[config.mk]
export PLATFORM = sky130hd
export DESIGN_NAME = aacp_top
export DESIGN_NICKNAME = d
export VERILOG_FILES = /design/src/aacp_top.v
export VERILOG_INCLUDE_DIRS = /design/src
export SDC_FILE = /design/constraint.sdc
export NUM_CORES = 1
export LEC_CHECK = 0
export BUFFER_PORTS_ARGS = -buffer_cell sky130_fd_sc_hd__buf_2
export CAP_MARGIN = 20
export CORE_AREA = 2 2 247 249
export DETAILED_ROUTE_END_ITERATION = 16
export DIE_AREA = 0 0 249 251
export SLEW_MARGIN = 40
export SYNTH_ARGS = -nofsm -noshare
export SYNTH_HDL_FRONTEND = slang
export SYNTH_SLANG_ARGS = --single-unit
[constraint.sdc]
create_clock -name clk -period 9.1 [get_ports clk]
set_clock_uncertainty 0.1 [all_clocks]
set_input_delay 1.365 -clock clk [delete_from_list [all_inputs] [get_ports clk]]
set_output_delay 1.365 -clock clk [all_outputs]
set_load 0.01 [all_outputs]
[src/aacp_defines.vh]
// constants for the audio converter clock and power control block
`ifndef AACP_DEFINES_VH
`define AACP_DEFINES_VH
// control port register map
`define AACP_REG_POWER 8'h02
`define AACP_REG_ADC_CTL 8'h04
`define AACP_REG_RATIO 8'h05
`define AACP_REG_GAIN_B 8'h07
`define AACP_REG_GAIN_A 8'h08
`define AACP_REG_IN_SEL 8'h09
`define AACP_REG_STATUS 8'h0a
// reset values
`define AACP_RST_POWER 8'h01
`define AACP_RST_ADC_CTL 8'h00
`define AACP_RST_RATIO 8'h04
`define AACP_RST_GAIN 8'h00
`define AACP_RST_IN_SEL 8'h00
// field positions
`define AACP_PDN_BIT 0
`define AACP_FMT_BIT 0
`define AACP_FREEZE_BIT 1
`define AACP_HPF_EN_BIT 2
`define AACP_MASTER_BIT 3
`define AACP_FM_HI 7
`define AACP_FM_LO 6
`define AACP_BOOST_BIT 3
// speed modes
`define AACP_FM_SINGLE 2'h0
`define AACP_FM_DOUBLE 2'h1
`define AACP_FM_QUAD 2'h2
// ratio codes: 64x 96x 128x 192x 256x 384x 512x 768x 1024x
`define AACP_R64 4'h0
`define AACP_R96 4'h1
`define AACP_R128 4'h2
`define AACP_R256 4'h4
`define AACP_R512 4'h6
`define AACP_R1024 4'h8
// gain in half-decibel steps, +/-12 dB
`define AACP_GAIN_MAX 6'sh18
`define AACP_GAIN_MIN (-6'sh18)
// control port address, audio framing and startup
`define AACP_CHIP_ADDR 7'h4f
`define AACP_BITS_PER_FRAME 7'h40
`define AACP_HALF_FRAME 6'h20
`define AACP_SAMPLE_BITS 24
`define AACP_STARTUP_FRAMES 4'h4
`endif

[src/aacp_top.v]
// audio converter clocking, power sequencing, offset filter and control port
`timescale 1ns/1ns
`include "aacp_defines.vh"

// How it works
// host holds reset until supplies and clocks settle; reset restores every default.
// after reset, power-down bit is set and the control port still answers.
// host configures while powered down, then clears power-down to start up.
// two-wire host waits 500 ns after reset release before its first start.
// four-wire host waits 500 ns after reset release before chip select falls.
// four-wire host keeps chip select high 1.0 us between transfers.
// two-wire host leaves bus idle 4.7 us between stop and start.
// single, double and quad speed modes chosen by the mode field.
// master clock is integer multiple of frame clock; mode and ratio set relation.
// ratio ranges checked per speed; 64x and 96x only as master.
// as master, drive frame clock at sample rate, bit clock at 64x.
// as slave, far end supplies frame clock derived from master clock.
// as slave, bit clock is 48, 64 or 128x (single) or 48/64x.
// offset estimate tracked per channel and subtracted while filter runs.
// freeze holds offset estimates and keeps subtracting them.
// one of six sources selected; pair four may add microphone boost.
// per-channel gain in 0.5 dB steps, plus or minus 12 dB.
// reset selects first line input and 0 dB gain.
// output framing is 24-bit left-justified or two-channel inter-IC sound.
// speed mode chooses ratio set; divider follows programmed ratio.
// as master, frame clock changes on bit clock falling edges, 64 per frame.
module aacp_top #(
   parameter CLK_PER_MCLK = 2,
   parameter HPF_SHIFT = 10
) (
   input wire clk,
   input wire reset,
   input wire ctl_select_n,
   input wire control_bit_clock,
   input wire control_serial_in,
   output reg control_serial_out,
   output reg control_serial_out_oe,
   input wire frame_clock_in,
   input wire bit_clock_in,
   output reg frame_clock_out,
   output reg bit_clock_out,
   output reg audio_clk_oe,
   output reg serial_data_out,
   input wire sample_valid,
   input wire signed [23:0] sample_a,
   input wire signed [23:0] sample_b,
   output reg [2:0] input_select,
   output reg mic_boost,
   output reg signed [5:0] gain_stage_a,
   output reg signed [5:0] gain_stage_b,
   output reg analog_enable
);
   localparam ST_OFF = 3'h1;
   localparam ST_WAKE = 3'h2;
   localparam ST_RUN = 3'h4;
   localparam CP_ADDR = 3'h1;
   localparam CP_MAP = 3'h2;
   localparam CP_DATA = 3'h4;

   reg [7:0] power_q, adc_ctl_q, ratio_q, gain_b_q, gain_a_q, in_sel_q;
   reg [2:0] pstate_q;
   reg [3:0] wake_cnt_q;
   // control port
   reg cs_n_q, control_bit_clock_q;
   reg [2:0] cp_state_q;
   reg [2:0] cp_bit_q;
   reg [7:0] cp_sh_q, map_q, rd_sh_q;
   reg cp_read_q, cp_skip_q;
   // audio clocking
   reg [11:0] acc_q;
   reg bclk_q;
   reg [6:0] pos_q;
   reg fin_q, bin_q;
   reg [11:0] flen_q;
   reg [7:0] bits_q;
   reg clk_err_q;
   // offset filter and serializer
   reg signed [35:0] est_a_q, est_b_q;
   reg signed [23:0] hold_a_q, hold_b_q;
   reg [23:0] sh_q;

   wire [1:0] fm = adc_ctl_q[`AACP_FM_HI:`AACP_FM_LO];
   wire master = adc_ctl_q[`AACP_MASTER_BIT];
   wire fmt_i2s = adc_ctl_q[`AACP_FMT_BIT];
   wire [3:0] rcode = ratio_q[3:0];
   wire running = pstate_q[2];

   function [11:0] ratio_cycles;
      input [3:0] code;
      begin
         case (code)
            4'h0: ratio_cycles = 12'd64;
            4'h1: ratio_cycles = 12'd96;
            4'h2: ratio_cycles = 12'd128;
            4'h3: ratio_cycles = 12'd192;
            4'h4: ratio_cycles = 12'd256;
            4'h5: ratio_cycles = 12'd384;
            4'h6: ratio_cycles = 12'd512;
            4'h7: ratio_cycles = 12'd768;
            default: ratio_cycles = 12'd1024;
         endcase
      end
   endfunction

   // valid ratio set depends on speed mode; slow ratios need master
   reg ratio_ok;
   always @* begin
      case (fm) // see R8 see R10
         `AACP_FM_SINGLE: ratio_ok = rcode >= `AACP_R256 && rcode <= `AACP_R1024;
         `AACP_FM_DOUBLE: ratio_ok = rcode >= `AACP_R128 && rcode <= `AACP_R512;
         `AACP_FM_QUAD: ratio_ok = rcode <= `AACP_R256 && (master || rcode >= `AACP_R128);
         default: ratio_ok = 1'b0;
      endcase
   end

   // clk cycles per frame: ratio times clk-to-master-clock factor
   wire [11:0] frame_cyc = ratio_cycles(rcode) * CLK_PER_MCLK[11:0]; // see R9

   function [7:0] reg_read;
      input [7:0] a;
      begin
         case (a)
            `AACP_REG_POWER: reg_read = power_q;
            `AACP_REG_ADC_CTL: reg_read = adc_ctl_q;
            `AACP_REG_RATIO: reg_read = ratio_q;
            `AACP_REG_GAIN_B: reg_read = gain_b_q;
            `AACP_REG_GAIN_A: reg_read = gain_a_q;
            `AACP_REG_IN_SEL: reg_read = in_sel_q;
            `AACP_REG_STATUS: reg_read = {3'h0, clk_err_q, ~ratio_ok, pstate_q};
            default: reg_read = 8'h00;
         endcase
      end
   endfunction

   function [7:0] clamp_gain;
      input [7:0] v;
      begin
         if ($signed(v) > $signed({2'h0, `AACP_GAIN_MAX}))
            clamp_gain = {2'h0, `AACP_GAIN_MAX};
         else if ($signed(v) < $signed({2'h3, `AACP_GAIN_MIN}))
            clamp_gain = {2'h3, `AACP_GAIN_MIN};
         else
            clamp_gain = v;
      end
   endfunction

   // control port: four-wire, pins sampled on clk
   wire control_bit_clock_rise = control_bit_clock && !control_bit_clock_q;
   wire control_bit_clock_fall = !control_bit_clock && control_bit_clock_q;
   wire [7:0] cp_byte = {cp_sh_q[6:0], control_serial_in};
   wire wr_strobe = control_bit_clock_rise && !ctl_select_n && cp_bit_q == 3'h7 &&
                    cp_state_q == CP_DATA && !cp_read_q && !cp_skip_q;

   always @(posedge clk or posedge reset) begin
      if (reset) begin
         cs_n_q <= 1'b1;
         control_bit_clock_q <= 1'b0;
         cp_state_q <= CP_ADDR;
         cp_bit_q <= 3'h0;
         cp_sh_q <= 8'h00;
         map_q <= 8'h00;
         rd_sh_q <= 8'h00;
         cp_read_q <= 1'b0;
         cp_skip_q <= 1'b0;
         control_serial_out <= 1'b0;
         control_serial_out_oe <= 1'b0;
      end else begin
         cs_n_q <= ctl_select_n;
         control_bit_clock_q <= control_bit_clock;
         if (ctl_select_n) begin
            // a transfer ends with chip select; map is kept for the next read
            cp_state_q <= CP_ADDR;
            cp_bit_q <= 3'h0;
            cp_read_q <= 1'b0;
            cp_skip_q <= 1'b0;
            control_serial_out_oe <= 1'b0;
         end else begin
            if (control_bit_clock_rise) begin
               cp_sh_q <= cp_byte;
               cp_bit_q <= cp_bit_q + 3'h1;
               if (cp_bit_q == 3'h7) begin
                  case (cp_state_q)
                     CP_ADDR: begin
                        cp_skip_q <= cp_byte[7:1] != `AACP_CHIP_ADDR;
                        cp_read_q <= cp_byte[0];
                        cp_state_q <= cp_byte[0] ? CP_DATA : CP_MAP;
                        rd_sh_q <= reg_read(map_q);
                     end
                     CP_MAP: begin
                        if (!cp_skip_q)
                           map_q <= cp_byte;
                        cp_state_q <= CP_DATA;
                     end
                     CP_DATA: begin
                        if (!cp_skip_q)
                           map_q <= map_q + 8'h01;
                        rd_sh_q <= reg_read(map_q + 8'h01);
                     end
                     default: cp_state_q <= CP_ADDR;
                  endcase
               end
            end
            if (control_bit_clock_fall && cp_state_q == CP_DATA && cp_read_q && !cp_skip_q) begin
               control_serial_out <= rd_sh_q[3'h7 - cp_bit_q];
               control_serial_out_oe <= 1'b1;
            end
         end
      end
   end

   // register file; reset returns every setting to default
   always @(posedge clk or posedge reset) begin
      if (reset) begin
         power_q <= `AACP_RST_POWER;
         adc_ctl_q <= `AACP_RST_ADC_CTL;
         ratio_q <= `AACP_RST_RATIO;
         gain_b_q <= `AACP_RST_GAIN;
         gain_a_q <= `AACP_RST_GAIN;
         in_sel_q <= `AACP_RST_IN_SEL;
      end else if (wr_strobe) begin
         case (map_q)
            `AACP_REG_POWER: power_q <= cp_byte;
            `AACP_REG_ADC_CTL: adc_ctl_q <= cp_byte;
            `AACP_REG_RATIO: ratio_q <= cp_byte;
            `AACP_REG_GAIN_B: gain_b_q <= clamp_gain(cp_byte);
            `AACP_REG_GAIN_A: gain_a_q <= clamp_gain(cp_byte);
            // six sources, codes above five fall back to the first
            `AACP_REG_IN_SEL: in_sel_q <= (cp_byte[2:0] > 3'h5) ?
                                          {cp_byte[7:3], 3'h0} : cp_byte;
            default: ;
         endcase
      end
   end

   // frame events, common to master and slave timing
   wire bclk_toggle = acc_q + 12'd128 >= frame_cyc;
   wire m_fall = master && bclk_toggle && bclk_q;
   wire s_fall = !master && !bit_clock_in && bin_q;
   wire s_left = !master && (fmt_i2s ? (!frame_clock_in && fin_q) : (frame_clock_in && !fin_q));
   wire s_right = !master && (fmt_i2s ? (frame_clock_in && !fin_q) : (!frame_clock_in && fin_q));
   wire bit_fall = m_fall || s_fall;
   wire [6:0] pos_d = s_left ? 7'h00 : s_right ? {1'b0, `AACP_HALF_FRAME} :
                      (pos_q + 7'h01 == `AACP_BITS_PER_FRAME) ? 7'h00 : pos_q + 7'h01;
   wire [4:0] slot = pos_d[4:0];
   wire half_start = slot == 5'h00;
   wire data_on = fmt_i2s ? (slot >= 5'h01 && slot <= 5'h18) : (slot <= 5'h17);
   // in slave mode the frame is counted from the measured edges
   wire frame_go = running && ratio_ok && (master || !clk_err_q);

   always @(posedge clk or posedge reset) begin
      if (reset) begin
         acc_q <= 12'h000;
         bclk_q <= 1'b0;
         pos_q <= 7'h3f;
         fin_q <= 1'b0;
         bin_q <= 1'b0;
         flen_q <= 12'h000;
         bits_q <= 8'h00;
         clk_err_q <= 1'b0;
         frame_clock_out <= 1'b0;
         bit_clock_out <= 1'b0;
         audio_clk_oe <= 1'b0;
         serial_data_out <= 1'b0;
         sh_q <= 24'h000000;
      end else begin
         fin_q <= frame_clock_in;
         bin_q <= bit_clock_in;
         audio_clk_oe <= master && frame_go;
         // bit clock from 128 half periods per frame
         if (!master || !frame_go) begin
            acc_q <= 12'h000;
            bclk_q <= 1'b0;
         end else if (bclk_toggle) begin
            acc_q <= acc_q + 12'd128 - frame_cyc;
            bclk_q <= !bclk_q;
         end else begin
            acc_q <= acc_q + 12'd128;
         end
         // follow the next bit clock value so frame edges land on its falling edge
         if (!master || !frame_go)
            bit_clock_out <= 1'b0;
         else if (bclk_toggle)
            bit_clock_out <= !bclk_q;
         else
            bit_clock_out <= bclk_q;
         // slave checks: frame length and bits per frame
         if (!master) begin
            flen_q <= s_left ? 12'h001 : flen_q + 12'h001;
            if (s_fall)
               bits_q <= bits_q + 8'h01;
            if (s_left) begin // see R12
               // a bit clock fall on the frame edge opens the new count
               bits_q <= s_fall ? 8'h01 : 8'h00;
               clk_err_q <= flen_q != frame_cyc ||
                            !(bits_q == 8'd48 || bits_q == 8'd64 ||
                              (bits_q == 8'd128 && fm == `AACP_FM_SINGLE));
            end
         end else begin
            clk_err_q <= 1'b0;
         end
         if (!frame_go) begin
            pos_q <= 7'h3f;
            serial_data_out <= 1'b0;
            frame_clock_out <= 1'b0;
         end else if (bit_fall) begin
            pos_q <= pos_d;
            // frame clock moves only with bit clock falling
            frame_clock_out <= fmt_i2s ? pos_d[5] : !pos_d[5]; // see R21
            if (half_start)
               sh_q <= pos_d[5] ? hold_b_q : hold_a_q;
            if (data_on) begin
               serial_data_out <= half_start ? (pos_d[5] ? hold_b_q[23] : hold_a_q[23])
                                             : sh_q[23];
               sh_q <= half_start ? {(pos_d[5] ? hold_b_q[22:0] : hold_a_q[22:0]), 1'b0}
                                  : {sh_q[22:0], 1'b0};
            end else begin
               serial_data_out <= 1'b0;
            end
         end
      end
   end

   // power sequencing; startup count advances once per clk cycle
   always @(posedge clk or posedge reset) begin
      if (reset) begin
         pstate_q <= ST_OFF;
         wake_cnt_q <= 4'h0;
         analog_enable <= 1'b0;
      end else begin
         case (pstate_q)
            ST_OFF: begin
               wake_cnt_q <= 4'h0;
               if (!power_q[`AACP_PDN_BIT] && ratio_ok)
                  pstate_q <= ST_WAKE;
            end
            ST_WAKE: begin
               if (power_q[`AACP_PDN_BIT])
                  pstate_q <= ST_OFF;
               else if (wake_cnt_q == `AACP_STARTUP_FRAMES)
                  pstate_q <= ST_RUN;
               else if (acc_q == 12'h000 || s_left || master)
                  wake_cnt_q <= wake_cnt_q + 4'h1;
            end
            ST_RUN: begin
               if (power_q[`AACP_PDN_BIT])
                  pstate_q <= ST_OFF;
            end
            default: pstate_q <= ST_OFF;
         endcase
         analog_enable <= !pstate_q[0];
      end
   end

   // offset removal; estimate is a slow running average
   wire hpf_on = adc_ctl_q[`AACP_HPF_EN_BIT];
   wire freeze = adc_ctl_q[`AACP_FREEZE_BIT];
   wire signed [35:0] xa = {sample_a, 12'h000};
   wire signed [35:0] xb = {sample_b, 12'h000};
   wire signed [35:0] ya = xa - est_a_q;
   wire signed [35:0] yb = xb - est_b_q;
   always @(posedge clk or posedge reset) begin
      if (reset) begin
         est_a_q <= 36'sh0;
         est_b_q <= 36'sh0;
         hold_a_q <= 24'sh0;
         hold_b_q <= 24'sh0;
      end else if (sample_valid && running) begin
         if (hpf_on && !freeze) begin
            est_a_q <= est_a_q + (ya >>> HPF_SHIFT);
            est_b_q <= est_b_q + (yb >>> HPF_SHIFT);
         end
         // frozen estimate is still subtracted
         hold_a_q <= (hpf_on || freeze) ? ya[35:12] : sample_a;
         hold_b_q <= (hpf_on || freeze) ? yb[35:12] : sample_b;
      end
   end

   // analog selection and gain controls
   always @(posedge clk or posedge reset) begin
      if (reset) begin
         input_select <= 3'h0;
         mic_boost <= 1'b0;
         gain_stage_a <= 6'sh0;
         gain_stage_b <= 6'sh0;
      end else begin
         input_select <= in_sel_q[2:0];
         mic_boost <= in_sel_q[`AACP_BOOST_BIT] && in_sel_q[2:0] == 3'h3;
         gain_stage_a <= gain_a_q[5:0];
         gain_stage_b <= gain_b_q[5:0];
      end
   end
endmodule

Word-level counts from Yosys, hierarchy flattened
Memory sizes are Yosys's and may differ from the RTL's.
Cells that the tools add are included.

cells by class
  $add $sub $neg = 13
  $lt $le $gt $ge = 13
  eq/ne operators = 41
  multiplexer cells = 72
  bitwise logic cells = 3
  reduce and logical (&&, ||, !) cells = 88

operator list
  kind                                                                   count
  24-bit two-way mux                                                     6
  8-bit case mux with 7 select lines                                     2
  36-bit by 26-bit adder with 36-bit output                              2
  36-bit subtractor                                                      2
  8-bit by 3-bit equality test with 1-bit output, second input constant  6
  8-bit by 4-bit equality test with 1-bit output, second input constant  6
  8-bit two-way mux                                                      6
  12-bit two-way mux                                                     3
  7-bit two-way mux                                                      5
  3-bit two-way mux                                                      11
  8-bit case mux with 2 select lines                                     2
  1-bit logical AND                                                      30
  1-bit two-way mux                                                      27
  23-bit two-way mux                                                     1
  2-bit nonzero test                                                     11
  2-bit AND reduction                                                    10
  2-bit inequality test, second input constant                           9
  3-bit case mux with 3 select lines                                     2
  1-bit zero test                                                        17
  8-bit by 1-bit adder with 8-bit output, second input constant          2
  8-bit by 2-bit equality test with 1-bit output, second input constant  2
  12-bit by 1-bit adder with 12-bit output, second input constant        1
  12-bit by 8-bit adder with 12-bit output, second input constant        1
  12-bit greater-or-equal comparator                                     1
  41 further kinds                                                       65

storage, ports and cells
  register bits = 296
  ROM bits = 40
  bits of input ports = 56
  logic and storage cells = 270
  memories kept = 1

memories
  memory            words  width  read ports  clocked after memory_dff  wr ports  line           RTL
  (name not given)  8      5      1           0                         0         aacp_top.v:91  case (code)

Logic depth before layout (Yosys ltp)
Gate-level depths: netlist of the first run.

  depth after elaboration = 12
  mapped depth = 23

Worst setup path before layout of the first run
Ideal clock, no wire load.

  path kind = input to register
  start point = input port sample_a[8]
  end point = register est_a_q[34]
  library setup time = 146 ps
  arrival time = 5693 ps
  data required time = 8854 ps
  slack = 3161 ps
  stages on the path = 21
  path buffers = 0
  cell sequence = ha_1 -> a21o_1 -> a21o_1 -> a2111oi_0 -> a311o_1 -> or2b_1 -> and2_1 -> o21a_1 -> nor2_1 -> ha_1 -> a21o_1 -> nor3_1 -> o21ai_0 -> nand3_1 -> a211oi_1 -> a211oi_1 -> o31ai_1 -> a21o_1 -> a221oi_1 -> mux2i_1 -> o311ai_0

on the way
  cells in the longest elaborated chain, start to end = 2

RTL lines
  item                                       line            RTL
  start, declared                            aacp_top.v:45   input wire signed [23:0] sample_a,
  36-bit subtractor                          aacp_top.v:359  wire signed [35:0] ya = xa - est_a_q;
  36-bit by 26-bit adder with 36-bit output  aacp_top.v:369  est_a_q <= est_a_q + (ya >>> HPF_SHIFT);
  end signal, assigned                       aacp_top.v:369
  end, declared                              aacp_top.v:78   reg signed [35:0] est_a_q, est_b_q;

No other way between the ends.
A chain may end at the register's enable or synchronous reset.

Worst setup path in the final report of the first run
Ends and elaborated chain as after synthesis.

==> flow_metrics.py, run 1 <==
metrics = {
    "run_status": {
        "status": "complete, no violations",
    },
    "logic_synthesis": {
        "synth_commonest_cells": "325 x nand2_1, 280 x dfrtp_1, 252 x o21ai_0, 153 x nor2_1, 145 x ha_1",
        "synth_cell_types": 77,
        "ys.flop_type": "dfrtp_1",
        "async_flop_share_pct": 100.0,
        "syn_avg_cell_area_um2": 8.681,
        "yosys_warnings": 0,
        "synth_cells": 2255,
        "yosysSeqAreaShare_pct": 37.14,
        "syn_area_um2": 19580,
        "synth_top_area_cell": "dfrtp_1",
        "yosysMostFrequentCell": "nand2_1",
        "synth_nets": 2459,
        "synth-seq-cells": 290,
        "synth_edf_count": 0,
        "synth.area.top_cells": "dfrtp_1 36%, ha_1 9.3%, o21ai_0 6.4%",
        "synth_top_area_share_pct": 35.79,
    },
    "setup_path": {
        "worstPathRequired_ns": 9.40,
        "endpoint_kind": "flop",
        "r2r_start": "est_a_q[20]",
        "cp-start-kind": "input port",
        "crit_top_cell": "a21o_1",
        "critPathKind": "in2reg",
        "critPathBufInv": 1,
        "slowest_stage": "a2111oi_0",
        "crit_path_max_fanout": 6,
        "max_stage_delay_ns": 0.60,
        "critical-path-top-delay-family": "compound AO/OA/AOI/OAI gates",
        "worst-path-stages": 22,
        "crit_start": "sample_a[8]",
        "reg2reg_setup_slack_ns": 3.27,
        "r2r_cells": 22,
        "crit_arrival_ns": 6.57,
        "cp-endpoint": "est_a_q[34]",
        "r2r-end": "est_a_q[34]",
        "path_cells": "buf_2 -> ha_1 -> a21o_1 -> a21o_1 -> a2111oi_0 -> a311o_1 -> or2b_1 -> and2_1 -> o21a_1 -> nor2_1 -> ha_1 -> a21o_1 -> nor3_1 -> o21ai_0 -> nand3_1 -> a211oi_1 -> a211oi_1 -> o31ai_1 -> a21o_1 -> a221oi_1 -> mux2i_1 -> o311ai_0",
    },
    "power": {
        "switching_share_pct": 27.29,
        "combPwrFrac_pct": 11.1,
        "power_uw": 3234,
        "p_seq_share_pct": 42.1,
        "internal-power_uw": 2351,
        "peakVddDrop_mv": 0.1287,
        "power_density_nw_per_um2": 147.0,
        "leakage_uw": 0.01041,
        "clock_power_share_pct": 46.7,
        "p_switching_uw": 882.6,
    },
    "timing": {
        "relSlewSlack_pct": 45.17,
        "worst_pin_slew_ns": 0.8162,
        "fin_crit_ns": 6.272,
        "setup_viol_count_final": 0,
        "fin_ws_ns": 2.828,
        "tns_ns": 0,
        "final.period_utilization_pct": 68.93,
        "fmax_ghz": 0.1594,
        "rsz0062_at_grt": "false",
        "finalHoldViolations": 0,
        "drv_slew": 0,
    },
    "clocking": {
        "hold_buffers": 0,
        "path_clk_slew_ns": 0.05,
        "clockRootBuffer": "clkbuf_16",
        "numCtsBuffers": 36,
        "cts_max_level": 2,
        "cts.sinks": 290,
        "ctsResizeCount": 0,
        "clk_latency_ns": 0.56,
        "cts_tree": "built",
        "cts_buffer_depth": 3,
        "cts_setup_buffers": 0,
    },
    "detailed_routing": {
        "firstDrtPassIters": 6,
        "wl_mm": 52.29,
        "via_count": 16423,
        "drc": 0,
        "drt_iter0_markers": 1093,
        "avgViaCountPerCell": 5.305,
        "avgRoutedWirePerCell_um": 16.89,
        "ant_nets": 0,
    },
    "global_routing": {
        "grt-ovfl-total": 0,
        "grt_pass1_vias": 16044,
        "track_usage_pct": 16.62,
        "grt_pass1_wl_mm": 85.01,
        "antenna_found_initial": 6,
        "grt_start_max_net_pins": 98,
    },
    "layout": {
        "utilization_pct": 36.78,
        "fillCellCount": 6012,
        "ff_latch_area_um2": 7269,
        "nets": 2491,
        "multi_input_area_um2": 11580,
        "drive_gt1_share_pct": 9.680,
        "area_delta_synth_final_pct": 12.35,
        "stdcell_area_um2": 21990,
        "num_antenna_cells": 0,
    },
    "placed_design": {
        "hpwl_mm": 38.52,
        "dpl-instance-area_um2": 20740,
        "dp_worst_setup_slack_ns": 2.324,
        "port-buffer-count": 78,
        "place.gp.congestion": 0.9158,
    },
    "job": {
        "drv_cap": 0,
    },
    "die": {
        "start_util_pct": 32.74,
        "core-area_um2": 59790,
        "die_y_um": 251,
        "num_rows": 90,
        "dieWidth_um": 249,
        "dieArea_um2": 62500,
        "pin_count": 79,
    },
    "worst_hold_path": {
        "hold_path.class": "reg2reg",
    },
}
## final cells by class
class / count / share of cell area, %
Clock buffer: 47 / 4.472
Inverter: 101 / 1.741
Clock inverter: 18 / 1.064
Tap cell: 782 / 4.449
Multi-Input combinational cell: 1762 / 52.65
Timing Repair Buffer: 96 / 2.566
Sequential cell: 290 / 33.05
## routing by layer
metal	share of wire [%]	vias to the layer above	GRT usage (%)	wire, um
met5	0.16	-	0	84
met4	2.9	12	5.576	1491
met3	4.9	102	2.961	2575
met2	47	361	28.22	24640
met1	45	7870	21.36	23490
li1	-	8078	-	-
## worst min-delay path by stage
stage,depth (start not counted),to,slack [ns],startpoint
finish,0,gain_stage_a[3],0.35,gain_a_q[3]
global route,0,gain_stage_a[3],0.38,gain_a_q[3]
CTS,0,gain_stage_a[3],0.35,gain_a_q[3]
detailed placement,0,gain_stage_a[3],0.35,gain_a_q[3]
global placement,0,gain_stage_a[3],0.34,gain_a_q[3]
floorplan,0,gain_stage_b[2],0.29,gain_b_q[2]
## logic make-up after synthesis
logic type	Yosys count	synth area share, %
compound gates	601	19.05
simple gates	759	17.86
flops	290	37.14
buf+inv	203	3.899
fa+ha+maj	148	9.575
xor+xnor	138	6.213
mux	116	6.264
## stage by stage
stage                     hold WS (ns)  cells
final                           0.3494   3096
after global placement          0.3400   3030
after floorplan                 0.2918   2255
after detailed placement        0.3478   3030
after global routing            0.3775   3096
after CTS                       0.3464   3095
## placed cells by master (no fill, tap or decap), types with 37 or more instances in the layout
master / netlist / layout
nand2_1: 325 / 324
dfrtp_1: 280 / 280
o21ai_0: 252 / 251
nor2_1: 153 / 152
ha_1: 145 / 145
a21oi_1: 114 / 114
inv_1: 101 / 100
mux2i_1: 82 / 82
buf_2: 1 / 78
xnor2_1: 72 / 72
xor2_1: 65 / 65
nor3_1: 59 / 59
nand3_1: 55 / 55
clkbuf_16: 0 / 37
## power groups by stage
stage | sequential (uW) | clock [uW] | combinational, uW
after global placement | 1380 | 0 | 352
after global routing | 1360 | 1610 | 407
after CTS | 1360 | 1550 | 363
final | 1360 | 1510 | 360
after detailed placement | 1390 | 0 | 361
after floorplan | 1330 | 0 | 290
## state kept, by name, indices dropped and copies added, names as in the netlist, 4 cells and up
signal	flops
adc_ctl_q	8
gain_stage_b	6
ratio_q	8
in_sel_q	8
hold_a_q	24
gain_stage_a	6
bits_q	8
est_a_q	36
pos_q	7
power_q	8
hold_b_q	24
gain_a_q	8
acc_q	6
sh_q	24
flen_q	12
gain_b_q	8
cp_sh_q	7
est_b_q	36
map_q	8
rd_sh_q	8
wake_cnt_q	4
No activity file was read; power rests on OpenSTA's default activity.
==> run 2, diff against run 1 <==
==> constraint.sdc (replaced) <==
create_clock -name clk -period 5.85 [get_ports clk]
set_clock_uncertainty 0.1 [all_clocks]
set_input_delay 0.8775 -clock clk [delete_from_list [all_inputs] [get_ports clk]]
set_output_delay 0.8775 -clock clk [all_outputs]
set_load 0.01 [all_outputs]
==> flow_metrics.py, run 2 (synthesized netlist as in run 1, its figures left out) <==
metrics = {
    "timing": {
        "drv_slew": 0,
        "relSlewSlack_pct": 41.85,
        "fmax_ghz": 0.1822,
        "fin_ws_ns": 0.3619,
        "setup_viol_count_final": 0,
        "finalHoldViolations": 0,
        "fin_crit_ns": 5.488,
        "worst_pin_slew_ns": 0.8610,
        "final.period_utilization_pct": 93.81,
    },
    "layout": {
        "nets": 2538,
        "final_cell_mix": "324 x nand2_1, 280 x dfrtp_1, 251 x o21ai_0",
        "stdcell_count": 3145,
        "utilization_pct": 37.60,
        "final_common_cell": "nand2_1",
        "num_antenna_cells": 0,
        "largest_registers": "est_a_q: 36 flops, est_b_q: 36 flops",
        "area_delta_synth_final_pct": 14.86,
        "multi_input_area_um2": 11580,
        "ff_latch_area_um2": 7269,
        "fillCellCount": 5982,
        "drive_gt1_share_pct": 11.72,
    },
    "clocking": {
        "clockRootBuffer": "clkbuf_16",
        "cts_max_level": 2,
        "cts_buffer_depth": 3,
        "cts.sinks": 290,
        "clk_latency_ns": 0.55,
        "numCtsBuffers": 38,
        "hold_buffers": 0,
        "path_clk_slew_ns": 0.06,
        "cts_tree": "built",
    },
    "power": {
        "power_uw": 5225,
        "leakage_uw": 0.01069,
        "power_density_nw_per_um2": 232.4,
        "peakVddDrop_mv": 0.1784,
    },
    "placed_design": {
        "dp_cells": 3074,
        "hpwl_mm": 39.38,
        "dp_worst_setup_slack_ns": -0.1935,
        "port-buffer-count": 78,
        "place.gp.congestion": 0.9209,
    },
    "global_routing": {
        "grt_start_max_net_pins": 147,
        "grt-ovfl-total": 0,
        "grt_pass1_wl_mm": 86.13,
        "track_usage_pct": 16.91,
        "antenna_found_initial": 3,
        "grt_pass1_vias": 16232,
    },
    "detailed_routing": {
        "ant_nets": 0,
        "avgViaCountPerCell": 5.288,
        "avgRoutedWirePerCell_um": 17.01,
        "via_count": 16631,
        "drt_iter0_markers": 1118,
        "firstDrtPassIters": 7,
        "drc": 0,
        "wl_mm": 53.49,
    },
    "setup_path": {
        "path_cells": "inv_1 -> ha_1 -> nor3b_1 -> nand4_1 -> a2111oi_2 -> buf_4 -> o21ai_0 -> o21ai_0 -> a21oi_1 -> xnor2_1 -> ha_1 -> inv_1 -> o21bai_1 -> a21o_1 -> a21o_1 -> o311ai_0 -> buf_4 -> a31oi_1 -> o211ai_1 -> buf_4 -> o21ai_1 -> o21a_1 -> o21a_1 -> o31ai_1",
        "endpoint_kind": "flop",
        "max_stage_delay_ns": 0.47,
        "crit_path_max_fanout": 4,
        "crit_arrival_ns": 5.84,
        "crit_top_cell": "buf_4",
        "slowest_stage": "a2111oi_2",
        "cp-start-kind": "flop",
        "critPathKind": "reg2reg",
        "worstPathRequired_ns": 6.20,
    },
    "die": {
        "pin_count": 79,
        "start_util_pct": 32.74,
        "dieWidth_um": 249,
        "die_y_um": 251,
        "dieArea_um2": 62500,
        "num_rows": 90,
        "core-area_um2": 59790,
    },
    "job": {
        "drv_cap": 0,
    },
    "run_status": {
        "status": "complete, no violations",
    },
    "worst_hold_path": {
        "hold_path.class": "in2async",
    },
}
==> run 2: final timing paths <==
path	from	to	slack [ns]	depth (start not counted)
max	est_b_q[12]	est_b_q[30]	0.36	24
min	reset	est_b_q[4]	0.12	2
max reg2reg	est_b_q[12]	est_b_q[30]	0.36	24
min reg2reg	gain_b_q[3]	gain_stage_b[3]	0.36	0
max in group asynchronous	reset	gain_b_q[6]	4.10	6
min in group clk	bit_clock_in	bin_q	0.36	1
==> run 2: cell type report <==
class	instances	share of cell area, %
inverters	101	1.703
repair buffers	141	4.162
clock inverters	20	1.202
clock buffers	49	4.730
well taps	782	4.352
flip-flops and latches	290	32.33
multi-input cells	1762	51.52
==> run 2: stage by stage <==
| stage | hold slack (ns) | area [um^2] | TNS (ns) |
|---|---|---|---|
| floorplan | 0.2918 | 19580 | 0 |
| global placement | 0.3419 | 21050 | -0.4813 |
| detailed placement | 0.3503 | 21100 | -0.4147 |
| CTS | 0.08540 | 22440 | 0 |
| global route | 0.1042 | 22480 | -0.004480 |
| finish | 0.1164 | 22480 | 0 |
==> run 2: power by group <==
group	total (uW)	switching (uW)	internal, uW
Sequential	2120	89.2	2030
Combinational	605	357	247
Clock	2500	952	1550
==> run 2: layer usage <==
metal  vias up  GRT usage, %  routed length [um]
li1       8170             -                   -
met1      7930         22.02               24170
met2       410         28.63               25350
met3       115         2.568                2374
met4         6         5.784                1552
met5         -             0                  39
==> run 2: worst max-delay path, delay by kind of cell (launching register included) <==
kind	cells	cell delay (ns)
buf+inv	5	0.69
xor+xnor	1	0.38
simple gates	2	0.40
compound gates	14	2.76
flops	1	0.40
fa+ha+maj	2	0.65
==> run 2: repair_timing <==
action | 4_1_cts | 5_1_grt
buffers inserted | 0 | 1
gates resized for setup | 0 | 1
setup endpoints to repair | 0 | 3
hold endpoints to repair | 0 | 0
==> run 3, diff against run 2 <==
--- a/config.mk
+++ b/config.mk
@@ -6,7 +6,7 @@
 export SDC_FILE = /design/constraint.sdc
 export NUM_CORES = 1
 export LEC_CHECK = 0
-export BUFFER_PORTS_ARGS = -buffer_cell sky130_fd_sc_hd__buf_2
+export BUFFER_PORTS_ARGS = -buffer_cell sky130_fd_sc_hd__buf_4
 export CAP_MARGIN = 20
 export CORE_AREA = 2 2 247 249
 export DETAILED_ROUTE_END_ITERATION = 16
==> flow_metrics.py, run 3 (synthesized netlist as in run 1, its figures left out) <==
metrics = {
    "power": {
        "power_density_nw_per_um2": 234.9,
        "leakage_uw": 0.01082,
        "peakVddDrop_mv": 0.1923,
    },
    "timing": {
        "finalHoldViolations": 0,
        "final.period_utilization_pct": 91.87,
        "worst_pin_slew_ns": 0.8508,
        "setup_viol_count_final": 0,
        "whs_ns": 0.3208,
        "rsz0062_at_grt": "false",
        "fin_crit_ns": 5.374,
        "drv_slew": 0,
        "fmax_ghz": 0.1861,
        "relSlewSlack_pct": 42.85,
    },
    "setup_path": {
        "slowest_stage": "dfrtp_1",
        "crit_path_max_fanout": 3,
        "r2r_start": "est_a_q[20]",
        "endpoint_kind": "flop",
        "worstPathRequired_ns": 6.14,
        "cp-start-kind": "flop",
        "critPathKind": "reg2reg",
        "crit_arrival_ns": 5.67,
        "crit_top_cell": "a21o_1",
        "max_stage_delay_ns": 0.41,
        "path_cells": "inv_1 -> ha_1 -> a21o_1 -> a21o_1 -> a2111oi_0 -> buf_4 -> a311o_1 -> or2b_1 -> and2_1 -> o21a_1 -> nor2_1 -> ha_1 -> a21o_1 -> nor3_1 -> o21ai_0 -> nand3_1 -> a211oi_1 -> a211oi_1 -> o31ai_1 -> a21o_1 -> a221oi_1 -> mux2i_1 -> o311ai_0",
        "critPathBufInv": 2,
        "critical-path-top-delay-family": "compound AO/OA/AOI/OAI gates",
        "crit_start": "est_a_q[20]",
    },
    "detailed_routing": {
        "drt_iter0_markers": 1057,
        "avgRoutedWirePerCell_um": 16.85,
        "via_count": 16590,
        "wl_mm": 53.07,
        "drc": 0,
        "avgViaCountPerCell": 5.268,
        "ant_nets": 0,
        "firstDrtPassIters": 6,
    },
    "layout": {
        "nets": 2541,
        "stdcell_area_um2": 22820,
        "final_cell_mix": "324 x nand2_1, 280 x dfrtp_1, 251 x o21ai_0",
        "fillCellCount": 5981,
        "final_common_cell": "nand2_1",
        "area_delta_synth_final_pct": 16.55,
        "largest_registers": "est_a_q: 36 flops, est_b_q: 36 flops",
        "drive_gt1_share_pct": 11.88,
    },
    "placed_design": {
        "dpl-instance-area_um2": 21320,
        "place.gp.congestion": 0.9159,
        "port-buffer-count": 78,
        "hpwl_mm": 38.98,
    },
    "clocking": {
        "hold_buffers": 0,
        "cts_tree": "built",
        "cts.sinks": 290,
        "cts_max_level": 2,
        "path_clk_slew_ns": 0.06,
        "clockRootBuffer": "clkbuf_16",
        "clk_latency_ns": 0.56,
        "cts_setup_buffers": 0,
        "ctsResizeCount": 0,
        "numCtsBuffers": 38,
        "cts_buffer_depth": 3,
    },
    "run_status": {
        "status": "complete, no violations",
    },
    "die": {
        "core-area_um2": 59790,
        "start_util_pct": 32.74,
        "pin_count": 79,
        "die_y_um": 251,
        "num_rows": 90,
        "dieArea_um2": 62500,
        "dieWidth_um": 249,
    },
    "global_routing": {
        "antenna_found_initial": 5,
        "track_usage_pct": 16.80,
        "grt_pass1_vias": 16348,
        "grt-ovfl-total": 0,
        "grt_pass1_wl_mm": 86.02,
        "grt_start_max_net_pins": 147,
    },
    "job": {
        "drv_cap": 0,
    },
    "worst_hold_path": {
        "hold_path.class": "in2async",
    },
}
[run 3: final cells by class]
cell class | instances | area (um^2) | area share (%)
multi-input combinational | 1762 | 11580 | 50.75
sequential | 290 | 7269 | 31.86
timing repair buffer | 144 | 1191 | 5.221
clock buffer | 45 | 1028 | 4.508
tap | 782 | 978.4 | 4.288
clock inverter | 24 | 382.9 | 1.678
inverter | 101 | 382.9 | 1.678
antenna | 1 | 2.502 | 0.01097
[run 3: worst reg2reg max path, cell delays in order, from the launching register on]
cell       delay, ns
dfrtp_1         0.41
inv_1           0.13
ha_1            0.25
a21o_1          0.16
a21o_1          0.18
a2111oi_0       0.40
buf_4           0.18
a311o_1         0.21
or2b_1          0.26
and2_1          0.17
o21a_1          0.18
nor2_1          0.14
ha_1            0.26
a21o_1          0.19
nor3_1          0.12
o21ai_0         0.13
nand3_1         0.12
a211oi_1        0.06
a211oi_1        0.41
o31ai_1         0.20
a21o_1          0.24
a221oi_1        0.36
mux2i_1         0.22
o311ai_0        0.14
[run 3: power breakdown]
part | total, uW | switching, uW | leakage (uW) | internal [uW]
Clock | 2630 | 967 | 0.000687 | 1660
Combinational | 611 | 353 | 0.00628 | 258
Sequential | 2120 | 89.9 | 0.00385 | 2030
Total | 5360 | 1410 | 0.0108 | 3950
[run 3: per-stage QoR]
stage	setup TNS (ns)	std cells	utilization (%)	setup slack [ns]	total power, uW
3_3_place_gp	-0.007925	3075	35.61	-0.007925	2750
4_1_cts	0	3145	38.02	0.4913	5435
6_report	0	3149	38.16	0.4757	5359
5_1_grt	0	3149	38.16	0.01816	5586
2_1_floorplan	0	2255	-	0.3984	2527
3_5_place_dp	-0.01805	3076	35.66	-0.01805	2759
[run 3: worst paths after layout]
check / end / slack [ns] / depth (start not counted)
min in group clk: bin_q / 0.34 / 1
worst min register to register: gain_stage_b[3] / 0.36 / 0
worst max register to register: est_a_q[34] / 0.48 / 23
worst min-delay path: est_b_q[4] / 0.32 / 3
worst max-delay path: est_a_q[34] / 0.48 / 23
max in group asynchronous: est_a_q[22] / 4.50 / 4
[run 3: routing by layer]
metal | part of all wire, % | routed length, um | GRT usage (%)
met3 | 5.0 | 2670 | 2.910
met5 | 0.068 | 36 | 0
met4 | 2.2 | 1142 | 4.883
met1 | 45 | 23900 | 21.79
met2 | 48 | 25320 | 28.66
